### src/core/aumx_cfg.svh
// Timing, offsets and reset values of the AUI two-port multiplexer control.
// Assumes a 50 MHz aclk; every interval is counted from it.
`ifndef AUMX_CFG_SVH
`define AUMX_CFG_SVH
`define AUMX_CLK_NS 20
`define AUMX_IDLE_NS 180
`define AUMX_IDLE_CYC ((`AUMX_IDLE_NS + `AUMX_CLK_NS - 1) / `AUMX_CLK_NS)
`define AUMX_HOLD_NS 300
`define AUMX_HOLD_CYC (`AUMX_HOLD_NS / `AUMX_CLK_NS)
`define AUMX_OSC_PER 5
`define AUMX_OSC_HIGH 2
`define AUMX_SQE_DLY_NS 1100
`define AUMX_SQE_DUR_NS 1000
`define AUMX_SQE_DUR_CYC (`AUMX_SQE_DUR_NS / `AUMX_CLK_NS)
`define AUMX_SQE_TOT_CYC ((`AUMX_SQE_DLY_NS + `AUMX_SQE_DUR_NS) / `AUMX_CLK_NS)
`define AUMX_BLANK_NS 5000
`define AUMX_BLANK_CYC (`AUMX_BLANK_NS / `AUMX_CLK_NS)
`define AUMX_JAB_US 13500
`define AUMX_UNJAB_MS 500
`define AUMX_LED_MS 50
`define AUMX_CTRL_OFS 8'h00
`define AUMX_STAT_OFS 8'h04
`define AUMX_CTRL_RST 2'h3
`define AUMX_RESP_OKAY 2'h0
`define AUMX_RESP_SLVERR 2'h2
`endif

### src/core/aumx_pkg.sv
// Types shared by the multiplexer control and its bench.
// Assumes nothing beyond a SystemVerilog compiler.
package aumx_pkg;
  typedef enum logic [2:0] {
    AUMX_JB_IDLE = 3'h1,
    AUMX_JB_RUN = 3'h2,
    AUMX_JB_JAB = 3'h4
  } aumx_jab_e;
  typedef enum logic [1:0] {
    AUMX_LVL_GND = 2'h0,
    AUMX_LVL_MID = 2'h1,
    AUMX_LVL_HIGH = 2'h2
  } aumx_lvl_e;
  typedef struct packed {
    logic [21:0] rsvd;
    logic jab_en;
    logic sqe_en;
    logic loop_en;
    logic coll;
    logic [1:0] jabbed;
    logic [3:0] act;
  } aumx_stat_s;
  typedef struct packed {
    logic [1:0] send_n;
    logic jab_lamp_port2_n;
    logic coll_n;
  } aumx_lamp_s;
endpackage

### src/core/aumx_top.sv
// Control logic of a two-port AUI multiplexer with AXI4-Lite registers.
// Assumes inputs are digital squelch-front-end levels synchronous to aclk.
//
// How it works
// - qualified MAU receive data is copied to both DTE receive outputs.
// - MAU receive input uses the same squelch as the DTE send inputs.
// - an unsquelched input stays active until idle for more than 180 ns.
// - both DTE send inputs active together is a local collision.
// - MAU collision input outside the SQE test window is a collision.
// - collision drives a 10 MHz wave, high 2 of every 5 cycles, on both DTE collision outputs.
// - collision signal starts within 2 bit times, stops 2-5 bit times after.
// - port 1 wins the MAU send output; port 2 resumes when port 1 stops.
// - MAU collision input counts only after squelch qualification.
// - loopback echoes sending port data to both DTE receive outputs.
// - loopback is on when the receive lamp pin sits at ground or 0.6 V.
// - after each packet the sending port sees about 1 us of collision.
// - no SQE test pulse on a port in the jabber state.
// - SQE test only when the receive lamp pin is grounded.
// - each DTE input has a jabber timer spanning one packet.
// - packet over the jabber limit disables the input and drives collision.
// - jabbered port recovers after 0.5 s continuous idle; activity restarts it.
// - grounding the port 1 jabber lamp pin disables jabber on both ports.
// - active-low lamps for send, jabber, receive and collision.
// - send, receive, collision lamps stretched to 50 ms; jabber lamps not.
// - dual-role pins are straps when low or 0.6 V, lamps when pulled high.
// - after a packet, remote collision is blanked 5 us on both DTE collision outputs.
`include "aumx_cfg.svh"

module aumx_top #(
  parameter int JAB_CYC = `AUMX_JAB_US * 1000 / `AUMX_CLK_NS,
  parameter int UNJAB_CYC = `AUMX_UNJAB_MS * 1000000 / `AUMX_CLK_NS,
  parameter int LED_CYC = `AUMX_LED_MS * 1000000 / `AUMX_CLK_NS
) (
  input wire logic aclk,
  input wire logic aresetn,
  input wire logic [7:0] s_axi_awaddr,
  input wire logic s_axi_awvalid,
  output logic s_axi_awready,
  input wire logic [31:0] s_axi_wdata,
  input wire logic [3:0] s_axi_wstrb,
  input wire logic s_axi_wvalid,
  output logic s_axi_wready,
  output logic [1:0] s_axi_bresp,
  output logic s_axi_bvalid,
  input wire logic s_axi_bready,
  input wire logic [7:0] s_axi_araddr,
  input wire logic s_axi_arvalid,
  output logic s_axi_arready,
  output logic [31:0] s_axi_rdata,
  output logic [1:0] s_axi_rresp,
  output logic s_axi_rvalid,
  input wire logic s_axi_rready,
  input wire logic port1_send_in,
  input wire logic port2_send_in,
  input wire logic mau_recv_in,
  input wire logic mau_collision_in,
  output logic mau_send_out,
  output logic [1:0] dte_recv_out,
  output logic [1:0] dte_collision_out,
  input wire aumx_pkg::aumx_lvl_e recv_lamp_cfg_pin_i,
  output logic recv_lamp_cfg_pin_o,
  output logic recv_lamp_cfg_pin_oe,
  input wire logic jab_lamp1_cfg_pin_i,
  output logic jab_lamp1_cfg_pin_o,
  output logic jab_lamp1_cfg_pin_oe,
  output aumx_pkg::aumx_lamp_s lamps
);
  import aumx_pkg::*;

  // ==========================================================
  // Strap capture
  logic strap_done_q;
  aumx_lvl_e rx_cfg_q;
  logic jab_gnd_q;
  logic [1:0] ctrl_q;
  logic loop_en;
  logic sqe_en;
  logic jab_en;

  always_ff @(posedge aclk) begin
    if (!aresetn) begin
      strap_done_q <= 1'b0;
      rx_cfg_q <= AUMX_LVL_HIGH;
      jab_gnd_q <= 1'b0;
    end else if (!strap_done_q) begin
      strap_done_q <= 1'b1;
      rx_cfg_q <= recv_lamp_cfg_pin_i;
      jab_gnd_q <= !jab_lamp1_cfg_pin_i;
    end
  end

  assign loop_en = (rx_cfg_q == AUMX_LVL_GND) || (rx_cfg_q == AUMX_LVL_MID);
  assign sqe_en = (rx_cfg_q == AUMX_LVL_GND) && ctrl_q[0];
  assign jab_en = !jab_gnd_q && ctrl_q[1];

  // ==========================================================
  // Squelch qualification, one per receiver
  logic [3:0] raw;
  logic [3:0] act_q;
  logic [3:0] idle_cnt_q [4];

  assign raw = {mau_collision_in, mau_recv_in, port2_send_in, port1_send_in};

  for (genvar i = 0; i < 4; i++) begin : g_sq
    always_ff @(posedge aclk) begin
      if (!aresetn) begin
        act_q[i] <= 1'b0;
        idle_cnt_q[i] <= 4'h0;
      end else if (raw[i]) begin
        act_q[i] <= 1'b1;
        idle_cnt_q[i] <= 4'h0;
      end else if (act_q[i]) begin
        if (idle_cnt_q[i] == 4'(`AUMX_IDLE_CYC)) begin
          act_q[i] <= 1'b0;
          idle_cnt_q[i] <= 4'h0;
        end else begin
          idle_cnt_q[i] <= idle_cnt_q[i] + 4'h1;
        end
      end
    end
  end

  // ==========================================================
  // Jabber timers and SQE test, per DTE port
  aumx_jab_e jst_q [2];
  logic [24:0] jab_cnt_q [2];
  logic [1:0] jabbed;
  logic [1:0] tx_act;
  logic [1:0] tx_prev_q;
  logic [1:0] tx_end;
  logic [6:0] sqe_cnt_q [2];
  logic [1:0] sqe_on;

  for (genvar p = 0; p < 2; p++) begin : g_port
    assign jabbed[p] = (jst_q[p] == AUMX_JB_JAB);
    assign tx_act[p] = act_q[p] && !jabbed[p];
    assign tx_end[p] = tx_prev_q[p] && !act_q[p] && !jabbed[p];
    assign sqe_on[p] = (sqe_cnt_q[p] != 7'h0) && (sqe_cnt_q[p] <= 7'(`AUMX_SQE_DUR_CYC));

    always_ff @(posedge aclk) begin
      if (!aresetn || !jab_en) begin
        jst_q[p] <= AUMX_JB_IDLE;
        jab_cnt_q[p] <= 25'h0;
      end else begin
        unique case (jst_q[p])
          AUMX_JB_IDLE: begin
            jab_cnt_q[p] <= 25'h0;
            if (act_q[p]) begin
              jst_q[p] <= AUMX_JB_RUN;
            end
          end
          AUMX_JB_RUN: begin
            jab_cnt_q[p] <= jab_cnt_q[p] + 25'h1;
            if (!act_q[p]) begin
              jst_q[p] <= AUMX_JB_IDLE;
            end else if (jab_cnt_q[p] == 25'(JAB_CYC - 1)) begin
              jst_q[p] <= AUMX_JB_JAB;
              jab_cnt_q[p] <= 25'h0;
            end
          end
          AUMX_JB_JAB: begin
            if (act_q[p]) begin
              jab_cnt_q[p] <= 25'h0;
            end else if (jab_cnt_q[p] == 25'(UNJAB_CYC - 1)) begin
              jst_q[p] <= AUMX_JB_IDLE;
              jab_cnt_q[p] <= 25'h0;
            end else begin
              jab_cnt_q[p] <= jab_cnt_q[p] + 25'h1;
            end
          end
          default: begin
            jst_q[p] <= AUMX_JB_IDLE;
            jab_cnt_q[p] <= 25'h0;
          end
        endcase
      end
    end

    always_ff @(posedge aclk) begin
      if (!aresetn) begin
        tx_prev_q[p] <= 1'b0;
      end else begin
        tx_prev_q[p] <= tx_act[p];
      end
    end

    always_ff @(posedge aclk) begin
      if (!aresetn || jabbed[p]) begin
        sqe_cnt_q[p] <= 7'h0;
      end else if (tx_end[p] && sqe_en) begin
        sqe_cnt_q[p] <= 7'(`AUMX_SQE_TOT_CYC);
      end else if (sqe_cnt_q[p] != 7'h0) begin
        sqe_cnt_q[p] <= sqe_cnt_q[p] - 7'h1;
      end
    end
  end

  // ==========================================================
  // Collision detection and hold
  logic [7:0] blank_cnt_q;
  logic coll_local;
  logic coll_remote;
  logic coll_cond;
  logic [3:0] coll_hold_q;
  logic coll_on;

  always_ff @(posedge aclk) begin
    if (!aresetn) begin
      blank_cnt_q <= 8'h0;
    end else if (|tx_end) begin
      blank_cnt_q <= 8'(`AUMX_BLANK_CYC);
    end else if (blank_cnt_q != 8'h0) begin
      blank_cnt_q <= blank_cnt_q - 8'h1;
    end
  end

  assign coll_local = &tx_act;
  assign coll_remote = act_q[3] && (blank_cnt_q == 8'h0);
  assign coll_cond = coll_local || coll_remote;
  assign coll_on = coll_cond || (coll_hold_q != 4'h0);

  always_ff @(posedge aclk) begin
    if (!aresetn) begin
      coll_hold_q <= 4'h0;
    end else if (coll_cond) begin
      coll_hold_q <= 4'(`AUMX_HOLD_CYC);
    end else if (coll_hold_q != 4'h0) begin
      coll_hold_q <= coll_hold_q - 4'h1;
    end
  end

  // ==========================================================
  // Collision oscillator and outputs
  logic [2:0] osc_q;
  logic osc_hi;

  always_ff @(posedge aclk) begin
    if (!aresetn) begin
      osc_q <= 3'h0;
    end else if (osc_q == 3'(`AUMX_OSC_PER - 1)) begin
      osc_q <= 3'h0;
    end else begin
      osc_q <= osc_q + 3'h1;
    end
  end

  assign osc_hi = (osc_q < 3'(`AUMX_OSC_HIGH));

  for (genvar c = 0; c < 2; c++) begin : g_cout
    always_ff @(posedge aclk) begin
      if (!aresetn) begin
        dte_collision_out[c] <= 1'b0;
      end else begin
        dte_collision_out[c] <= (coll_on || jabbed[c] || sqe_on[c]) && osc_hi;
      end
    end
  end

  // ==========================================================
  // Data paths
  logic tx_data;

  assign tx_data = tx_act[0] ? port1_send_in : (tx_act[1] ? port2_send_in : 1'b0);

  always_ff @(posedge aclk) begin
    if (!aresetn) begin
      mau_send_out <= 1'b0;
      dte_recv_out <= 2'h0;
    end else begin
      mau_send_out <= tx_data;
      if (loop_en && (|tx_act)) begin
        dte_recv_out <= {2{tx_data}};
      end else if (act_q[2]) begin
        dte_recv_out <= {2{mau_recv_in}};
      end else begin
        dte_recv_out <= 2'h0;
      end
    end
  end

  // ==========================================================
  // Lamp stretchers and lamp pins
  logic [3:0] led_ev;
  logic [3:0] led_on;
  logic [21:0] led_cnt_q [4];

  assign led_ev = {coll_on, act_q[2], tx_act[1], tx_act[0]};

  for (genvar l = 0; l < 4; l++) begin : g_led
    assign led_on[l] = (led_cnt_q[l] != 22'h0);
    always_ff @(posedge aclk) begin
      if (!aresetn) begin
        led_cnt_q[l] <= 22'h0;
      end else if (led_ev[l]) begin
        led_cnt_q[l] <= 22'(LED_CYC);
      end else if (led_on[l]) begin
        led_cnt_q[l] <= led_cnt_q[l] - 22'h1;
      end
    end
  end

  always_ff @(posedge aclk) begin
    if (!aresetn) begin
      lamps <= '1;
      recv_lamp_cfg_pin_oe <= 1'b0;
      jab_lamp1_cfg_pin_oe <= 1'b0;
    end else begin
      lamps.send_n <= ~led_on[1:0];
      lamps.coll_n <= ~led_on[3];
      lamps.jab_lamp_port2_n <= ~jabbed[1];
      recv_lamp_cfg_pin_oe <= led_on[2] && strap_done_q && (rx_cfg_q == AUMX_LVL_HIGH);
      jab_lamp1_cfg_pin_oe <= jabbed[0] && strap_done_q && !jab_gnd_q;
    end
  end

  assign recv_lamp_cfg_pin_o = 1'b0;
  assign jab_lamp1_cfg_pin_o = 1'b0;

  // ==========================================================
  // AXI4-Lite slave
  logic aw_q;
  logic w_q;
  logic [7:0] awaddr_q;
  logic [31:0] wdata_q;
  logic [3:0] wstrb_q;
  logic do_wr;
  aumx_stat_s stat;

  assign s_axi_awready = !aw_q;
  assign s_axi_wready = !w_q;
  assign s_axi_arready = !s_axi_rvalid;
  assign do_wr = aw_q && w_q && !s_axi_bvalid;

  always_comb begin
    stat = '0;
    stat.act = act_q;
    stat.jabbed = jabbed;
    stat.coll = coll_on;
    stat.loop_en = loop_en;
    stat.sqe_en = sqe_en;
    stat.jab_en = jab_en;
  end

  always_ff @(posedge aclk) begin
    if (!aresetn) begin
      aw_q <= 1'b0;
      awaddr_q <= 8'h0;
    end else if (s_axi_awvalid && !aw_q) begin
      aw_q <= 1'b1;
      awaddr_q <= s_axi_awaddr;
    end else if (do_wr) begin
      aw_q <= 1'b0;
    end
  end

  always_ff @(posedge aclk) begin
    if (!aresetn) begin
      w_q <= 1'b0;
      wdata_q <= 32'h0;
      wstrb_q <= 4'h0;
    end else if (s_axi_wvalid && !w_q) begin
      w_q <= 1'b1;
      wdata_q <= s_axi_wdata;
      wstrb_q <= s_axi_wstrb;
    end else if (do_wr) begin
      w_q <= 1'b0;
    end
  end

  always_ff @(posedge aclk) begin
    if (!aresetn) begin
      s_axi_bvalid <= 1'b0;
      s_axi_bresp <= `AUMX_RESP_OKAY;
      ctrl_q <= `AUMX_CTRL_RST;
    end else if (do_wr) begin
      s_axi_bvalid <= 1'b1;
      if (awaddr_q[7:2] == `AUMX_CTRL_OFS >> 2) begin
        s_axi_bresp <= `AUMX_RESP_OKAY;
        if (wstrb_q[0]) begin
          ctrl_q <= wdata_q[1:0];
        end
      end else if (awaddr_q[7:2] == `AUMX_STAT_OFS >> 2) begin
        s_axi_bresp <= `AUMX_RESP_OKAY;
      end else begin
        s_axi_bresp <= `AUMX_RESP_SLVERR;
      end
    end else if (s_axi_bready) begin
      s_axi_bvalid <= 1'b0;
    end
  end

  always_ff @(posedge aclk) begin
    if (!aresetn) begin
      s_axi_rvalid <= 1'b0;
      s_axi_rdata <= 32'h0;
      s_axi_rresp <= `AUMX_RESP_OKAY;
    end else if (s_axi_arvalid && !s_axi_rvalid) begin
      s_axi_rvalid <= 1'b1;
      if (s_axi_araddr[7:2] == `AUMX_CTRL_OFS >> 2) begin
        s_axi_rdata <= {30'h0, ctrl_q};
        s_axi_rresp <= `AUMX_RESP_OKAY;
      end else if (s_axi_araddr[7:2] == `AUMX_STAT_OFS >> 2) begin
        s_axi_rdata <= stat;
        s_axi_rresp <= `AUMX_RESP_OKAY;
      end else begin
        s_axi_rdata <= 32'h0;
        s_axi_rresp <= `AUMX_RESP_SLVERR;
      end
    end else if (s_axi_rready) begin
      s_axi_rvalid <= 1'b0;
    end
  end
endmodule

### config.mk
export PLATFORM = sky130hd
export DESIGN_NAME = aumx_top
export DESIGN_NICKNAME = d
export VERILOG_FILES = /design/src/core/aumx_pkg.sv /design/src/core/aumx_top.sv
export VERILOG_INCLUDE_DIRS = /design/src /design/src/core
export SDC_FILE = /design/constraint.sdc
export NUM_CORES = 1
export LEC_CHECK = 0
export BUFFER_PORTS_ARGS = -buffer_cell sky130_fd_sc_hd__buf_2
export CAP_MARGIN = 20
export CORE_ASPECT_RATIO = 0.6
export CORE_MARGIN = 2
export CORE_UTILIZATION = 55
export DETAILED_ROUTE_END_ITERATION = 10
export PLACE_DENSITY = 0.84
export SKIP_CTS_REPAIR_TIMING = 1
export SYNTH_ARGS = -nofsm -noshare
export SYNTH_HDL_FRONTEND = slang
export SYNTH_SLANG_ARGS = --single-unit
### constraint.sdc
create_clock -name aclk -period 5.44 [get_ports aclk]
set_input_delay 0.816 -clock aclk [delete_from_list [all_inputs] [get_ports aclk]]
set_output_delay 0.816 -clock aclk [all_outputs]
set_load 0.02 [all_outputs]
==> Yosys cells after proc, flatten, opt, wreduce, memory -nomap -nowiden <==
Memories as Yosys holds them, arrays and structs flattened.
Index checks and enable logic that the tools add are counted.
{ "word_totals": {"ff_bits": 89, "ram_bits": 174, "in_bits": 66, "output_inout_bits": 54, "elab_cells": 445, "mem_count": 5} }
{ "mem_list": {"columns": ["name", "depth", "width", "rd", "rd_clocked_by_memory_dff", "write_ports", "line", "source"], "rows": [
  ["led_cnt_q", 4, 22, 4, 0, 4, "aumx_top.sv:285", "logic [21:0] led_cnt_q [4];"],
  ["jab_cnt_q", 2, 25, 2, 0, 2, "aumx_top.sv:126", "logic [24:0] jab_cnt_q [2];"],
  ["idle_cnt_q", 4, 4, 4, 0, 4, "aumx_top.sv:100", "logic [3:0] idle_cnt_q [4];"],
  ["sqe_cnt_q", 2, 7, 2, 0, 2, "aumx_top.sv:131", "logic [6:0] sqe_cnt_q [2];"],
  ["jst_q", 2, 3, 2, 0, 2, "aumx_top.sv:125", "aumx_jab_e jst_q [2];"]
]} }
{ "op_classes": {"n_addsub": 15, "order_cmp": 3, "eq_ne": 19, "mux": 245, "n_bitwise": 52, "reduce_logical": 73} }
{ "ops": {"columns": ["cell", "n"], "rows": [
  ["25-bit 2-to-1 mux", 14],
  ["1-bit 2-to-1 mux", 185],
  ["22-bit 2-to-1 mux", 8],
  ["22-bit nonzero test", 4],
  ["22-bit by 1-bit subtractor with 22-bit output, second input constant", 4],
  ["4-bit 2-to-1 mux", 14],
  ["25-bit by 1-bit adder with 25-bit output, second input constant", 2],
  ["25-bit by 20-bit equality test with 1-bit output, second input constant", 2],
  ["25-bit equality test, second input constant", 2],
  ["1-bit bitwise OR", 48],
  ["3-bit 2-to-1 mux", 10],
  ["7-bit 2-to-1 mux", 4],
  ["1-bit logical AND", 25],
  ["10-bit 2-to-1 mux", 2],
  ["4-bit by 1-bit adder with 4-bit output, second input constant", 4],
  ["4-bit equality test, second input constant", 4],
  ["8-bit 2-to-1 mux", 2],
  ["7-bit by 6-bit less-or-equal comparator with 1-bit output, second input constant", 2],
  ["7-bit nonzero test", 2],
  ["7-bit by 1-bit subtractor with 7-bit output, second input constant", 2],
  ["6-bit by 1-bit equality test with 1-bit output, second input constant", 2],
  ["1-bit zero test", 12],
  ["6-bit zero test", 2],
  ["2-bit 2-to-1 mux", 6],
  ["other kinds (21)", 45]
]} }

==> Logic depth before layout (Yosys ltp) <==
{ "depth": {"word_depth": 13, "ltp_mapped": 10} }

==> Worst setup path after synthesis <==
Ideal clock, no wire load.
{ "synth_timing": {"path_kind": "register to register", "startpoint": "memory led_cnt_q[1][9]", "endpoint": "memory led_cnt_q[1][0] (enable)", "t_arrival_ps": 2572, "required_ps": 4969, "slack_ps": 2398, "path_stages_with_launch": 7, "n_path_buf": 1, "period_less_slack_ps": 3042, "cell_sequence": "edfxtp_1 or4_4 or3_1 buf_2 or4_4 inv_1 nand3_1"} }
{ "synth_lines": {"columns": ["item", "line"], "rows": [
  ["from (decl)", "aumx_top.sv:285"]
]} }

==> impl_metrics.py <==
metrics = {
    "outcome": {
        "status": "complete, no violations",
    },
    "setup_path": {
        "r2r_start": "led_cnt_q[1][9]$_SDFFCE_PN0P_",
        "crit_arrival_ns": 3.35,
        "path_buf_inv": 1,
        "cp_common_cell": "or4_4",
        "r2r_cells": 5,
        "slowest_stage": "nand3_1",
        "path_delay_family": "simple AND/OR/NAND/NOR gates",
        "cp_data_required_time_ns": 5.41,
        "critPathMaxStageDelay_ns": 0.71,
        "worstPathCellList": "or4_4 -> or3_1 -> or4_4 -> inv_1 -> nand3_1",
        "critPathLaunch": "led_cnt_q[1][9]$_SDFFCE_PN0P_",
        "crit_fanout": 22,
        "worstSetupEndpoint": "led_cnt_q[1][9]$_SDFFCE_PN0P_",
        "rrSetupSlack_ns": 2.05,
        "end_kind": "register",
        "crit_type": "register to register",
        "r2r-end": "led_cnt_q[1][9]$_SDFFCE_PN0P_",
        "path_depth": 5,
        "worstSetupStartpointType": "register",
    },
    "global_route": {
        "grt_pass1_vias": 7990,
        "grt_use_total_pct": 20.5,
        "antenna_found_initial": 2,
        "grt_pass1_wl_um": 39500,
        "overflow": 0,
        "grt_max_degree": 33,
    },
    "pwr": {
        "p_sw_mw": 1.82,
        "power_frac_clock_pct": 26.5,
        "p_sw_share_pct": 32.4,
        "p_seq_share_pct": 46.8,
        "peakVddDrop_uv": 245,
        "p_int_mw": 3.80,
        "leakagePower_nw": 5.16,
        "power_frac_comb_pct": 26.7,
        "powerDensity_nw_per_um2": 415,
    },
    "clock_tree": {
        "htreeDepth": 1,
        "cts_root_buf": "clkbuf_16",
        "cts.clk_slew.worst_paths_ns": 0.06,
        "cts_buffers": 22,
        "cts_sinks": 236,
        "insertion_delay_ns": 0.52,
        "cts_tree": "done",
        "clock_path_buffers": 3,
    },
    "routing": {
        "drt_iter0_markers": 683,
        "drc": 0,
        "avgRoutedWirePerCell_um": 15.2,
        "finalWirelength_um": 24100,
        "ant_nets": 0,
        "drtPass1Iterations": 5,
        "via_count": 8706,
        "viasPerCell": 5.50,
    },
    "sta": {
        "final_max_slew_viol_count": 0,
        "layout_setup_ws_ns": 2.05,
        "max_freq_mhz": 295,
        "fin_setup_tns_ns": 0,
        "fin_crit_ns": 3.39,
        "rsz0062_at_grt": "false",
        "finClkSkew_ns": 0.0196,
        "max_slew_margin_pct": 25.9,
        "period_share_pct": 62.2,
        "setup_violations": 0,
        "worst_pin_slew_ns": 1.11,
        "hold_viol": 0,
    },
    "synth": {
        "yosysUniqueCellTypes": 61,
        "yosys.area.top_type": "edfxtp_1",
        "ys_top_cells_by_count": "nor2_1 (191), edfxtp_1 (174), xnor2_1 (91)",
        "yosysSeqAreaShare_pct": 53.0,
        "ys_dominant_reg_cell": "edfxtp_1",
        "synth_async_sr_flop_share_pct": 0,
        "synth.area.top_cells": "edfxtp_1 (43%), dfxtp_1 (10%), xnor2_1 (6.5%), nor2_1 (5.9%), xor2_1 (4.3%)",
        "synth_edf_count": 174,
        "synth_top_area_share_pct": 42.8,
        "yosysMostFrequentCell": "nor2_1",
        "avgSynthCellArea_um2": 10.4,
        "yosysWarnings": 0,
        "syn_inst": 1178,
        "ys_ff_latch": 236,
        "synth_area_um2": 12200,
    },
    "place": {
        "portBuffers": 56,
        "hpwlAfterDp_um": 17000,
        "gp_congestion": 0.821,
        "pre_cts_ws_ns": 2.02,
    },
    "floorplanning": {
        "core_area_um2": 21900,
        "ios": 120,
        "die_h_um": 119,
        "die_w_um": 196,
        "initial_core_util_pct": 55.7,
        "num_rows": 42,
        "die-area_um2": 23400,
    },
    "job": {
        "maxCapViolCount": 0,
    },
    "final_layout": {
        "drive_gt1_share_pct": 8.56,
        "fill_cells": 1744,
        "areaGrowthSynthToFinish_pct": 10.8,
        "final_nets": 1371,
    },
    "worst_hold_path": {
        "worstHoldPathType": "register to register",
    },
}
## how the worst min path moves through the flow
| stage | slack [ns] | cells past startpoint | to | from |
|---|---|---|---|---|
| global route | 0.49 | 2 | s_axi_rdata[6]$_SDFFE_PN0P_ | s_axi_rdata[6]$_SDFFE_PN0P_ |
| finish | 0.47 | 2 | s_axi_rdata[6]$_SDFFE_PN0P_ | s_axi_rdata[6]$_SDFFE_PN0P_ |
| global placement | 0.45 | 2 | jab_gnd_q$_SDFFE_PN0N_ | jab_gnd_q$_SDFFE_PN0N_ |
| floorplan | 0.41 | 1 | recv_lamp_cfg_pin_oe$_SDFF_PN0_ | rx_cfg_q[0]$_SDFFE_PN0N_ |
| CTS | 0.47 | 2 | s_axi_rdata[6]$_SDFFE_PN0P_ | s_axi_rdata[6]$_SDFFE_PN0P_ |
| detailed placement | 0.46 | 2 | s_axi_rdata[6]$_SDFFE_PN0P_ | s_axi_rdata[6]$_SDFFE_PN0P_ |
## cell usage in the layout (no fill, tap or decap), types with 22 or more instances in the layout
cell type / synthesis / final
o21ai_0: 47 / 47
ha_1: 25 / 25
inv_1: 48 / 48
xor2_1: 60 / 60
nor3_1: 50 / 50
nor4_1: 25 / 25
conb_1: 2 / 76
xnor2_1: 91 / 91
nand2_1: 64 / 64
nor2_1: 191 / 191
nand3_1: 43 / 43
clkbuf_16: 0 / 22
buf_2: 4 / 57
edfxtp_1: 174 / 174
dfxtp_1: 62 / 62
nor2b_1: 31 / 31
## metrics by stage
stage          total power, mW  area [um2]  cells  util (%)  hold slack (ns)
6_report                  5.61       13500   1584      61.7            0.467
5_1_grt                   5.93       13500   1584      61.7            0.486
4_1_cts                   5.62       13500   1581      61.7            0.467
3_5_place_dp              4.12       12800   1541      58.6            0.460
3_3_place_gp              4.04       12800   1540      58.5            0.453
2_1_floorplan             3.80       12500   1252         -            0.414
## kinds of logic (layout without fill, tap and decap cells)
group           Yosys count  after routing  synth area share (%)
simple gates            534            534                  22.4
flops                   236            236                  53.0
xor+xnor                151            151                  10.8
compound gates          107            107                  5.56
buf+inv                 105            149                  4.16
fa+ha+maj                25             25                  2.56
mux                      18             18                  1.50
other cells               2             78                0.0615
## worst reg2reg max path, delay by kind of cell (launching register included)
kind                   cells  cell delay, ns
buffers and inverters      1            0.07
flip-flops                 1            0.45
AND/OR/NAND/NOR            4            2.33
## sequential cells by signal, summed over array words and instances (netlist names), 2 cells and up
signal and cells:
blank_cnt_q 8, osc_q 3, coll_hold_q 4, jst_q 6, idle_cnt_q 16, led_cnt_q 88
awaddr_q 6, wdata_q 2, rx_cfg_q 2, act_q 4, dte_collision_out 2, jab_cnt_q 50
tx_prev_q 2, lamps 4, ctrl_q 2, s_axi_rdata 10, sqe_cnt_q 14
## cell type report
type	instances	area [um2]	area share, %
flip-flops and latches	236	6470	47.8
inverters	48	180	1.33
repair buffers	61	323	2.39
multi-input cells	911	5510	40.7
well taps	286	358	2.65
clock buffers	31	604	4.47
diodes	2	5.00	0.0370
clock inverters	9	81.3	0.601
## per-layer routing
layer / wire length (um) / up-vias / global-route usage, %
met1: 11700 / 4132 / 31.1
met5: 0 / - / 0
met2: 10500 / 261 / 30.5
met4: 531 / 0 / 5.35
li1: - / 4268 / -
met3: 1420 / 45 / 3.17
## power by group through the flow
stage | Sequential [mW] | Combinational (mW) | Clock, mW
2_1_floorplan | 2.58 | 1.22 | 0
3_5_place_dp | 2.65 | 1.47 | 0
6_report | 2.62 | 1.50 | 1.49
3_3_place_gp | 2.63 | 1.42 | 0
5_1_grt | 2.67 | 1.68 | 1.58
4_1_cts | 2.62 | 1.49 | 1.51
No activity file was read; power rests on OpenSTA's default activity.
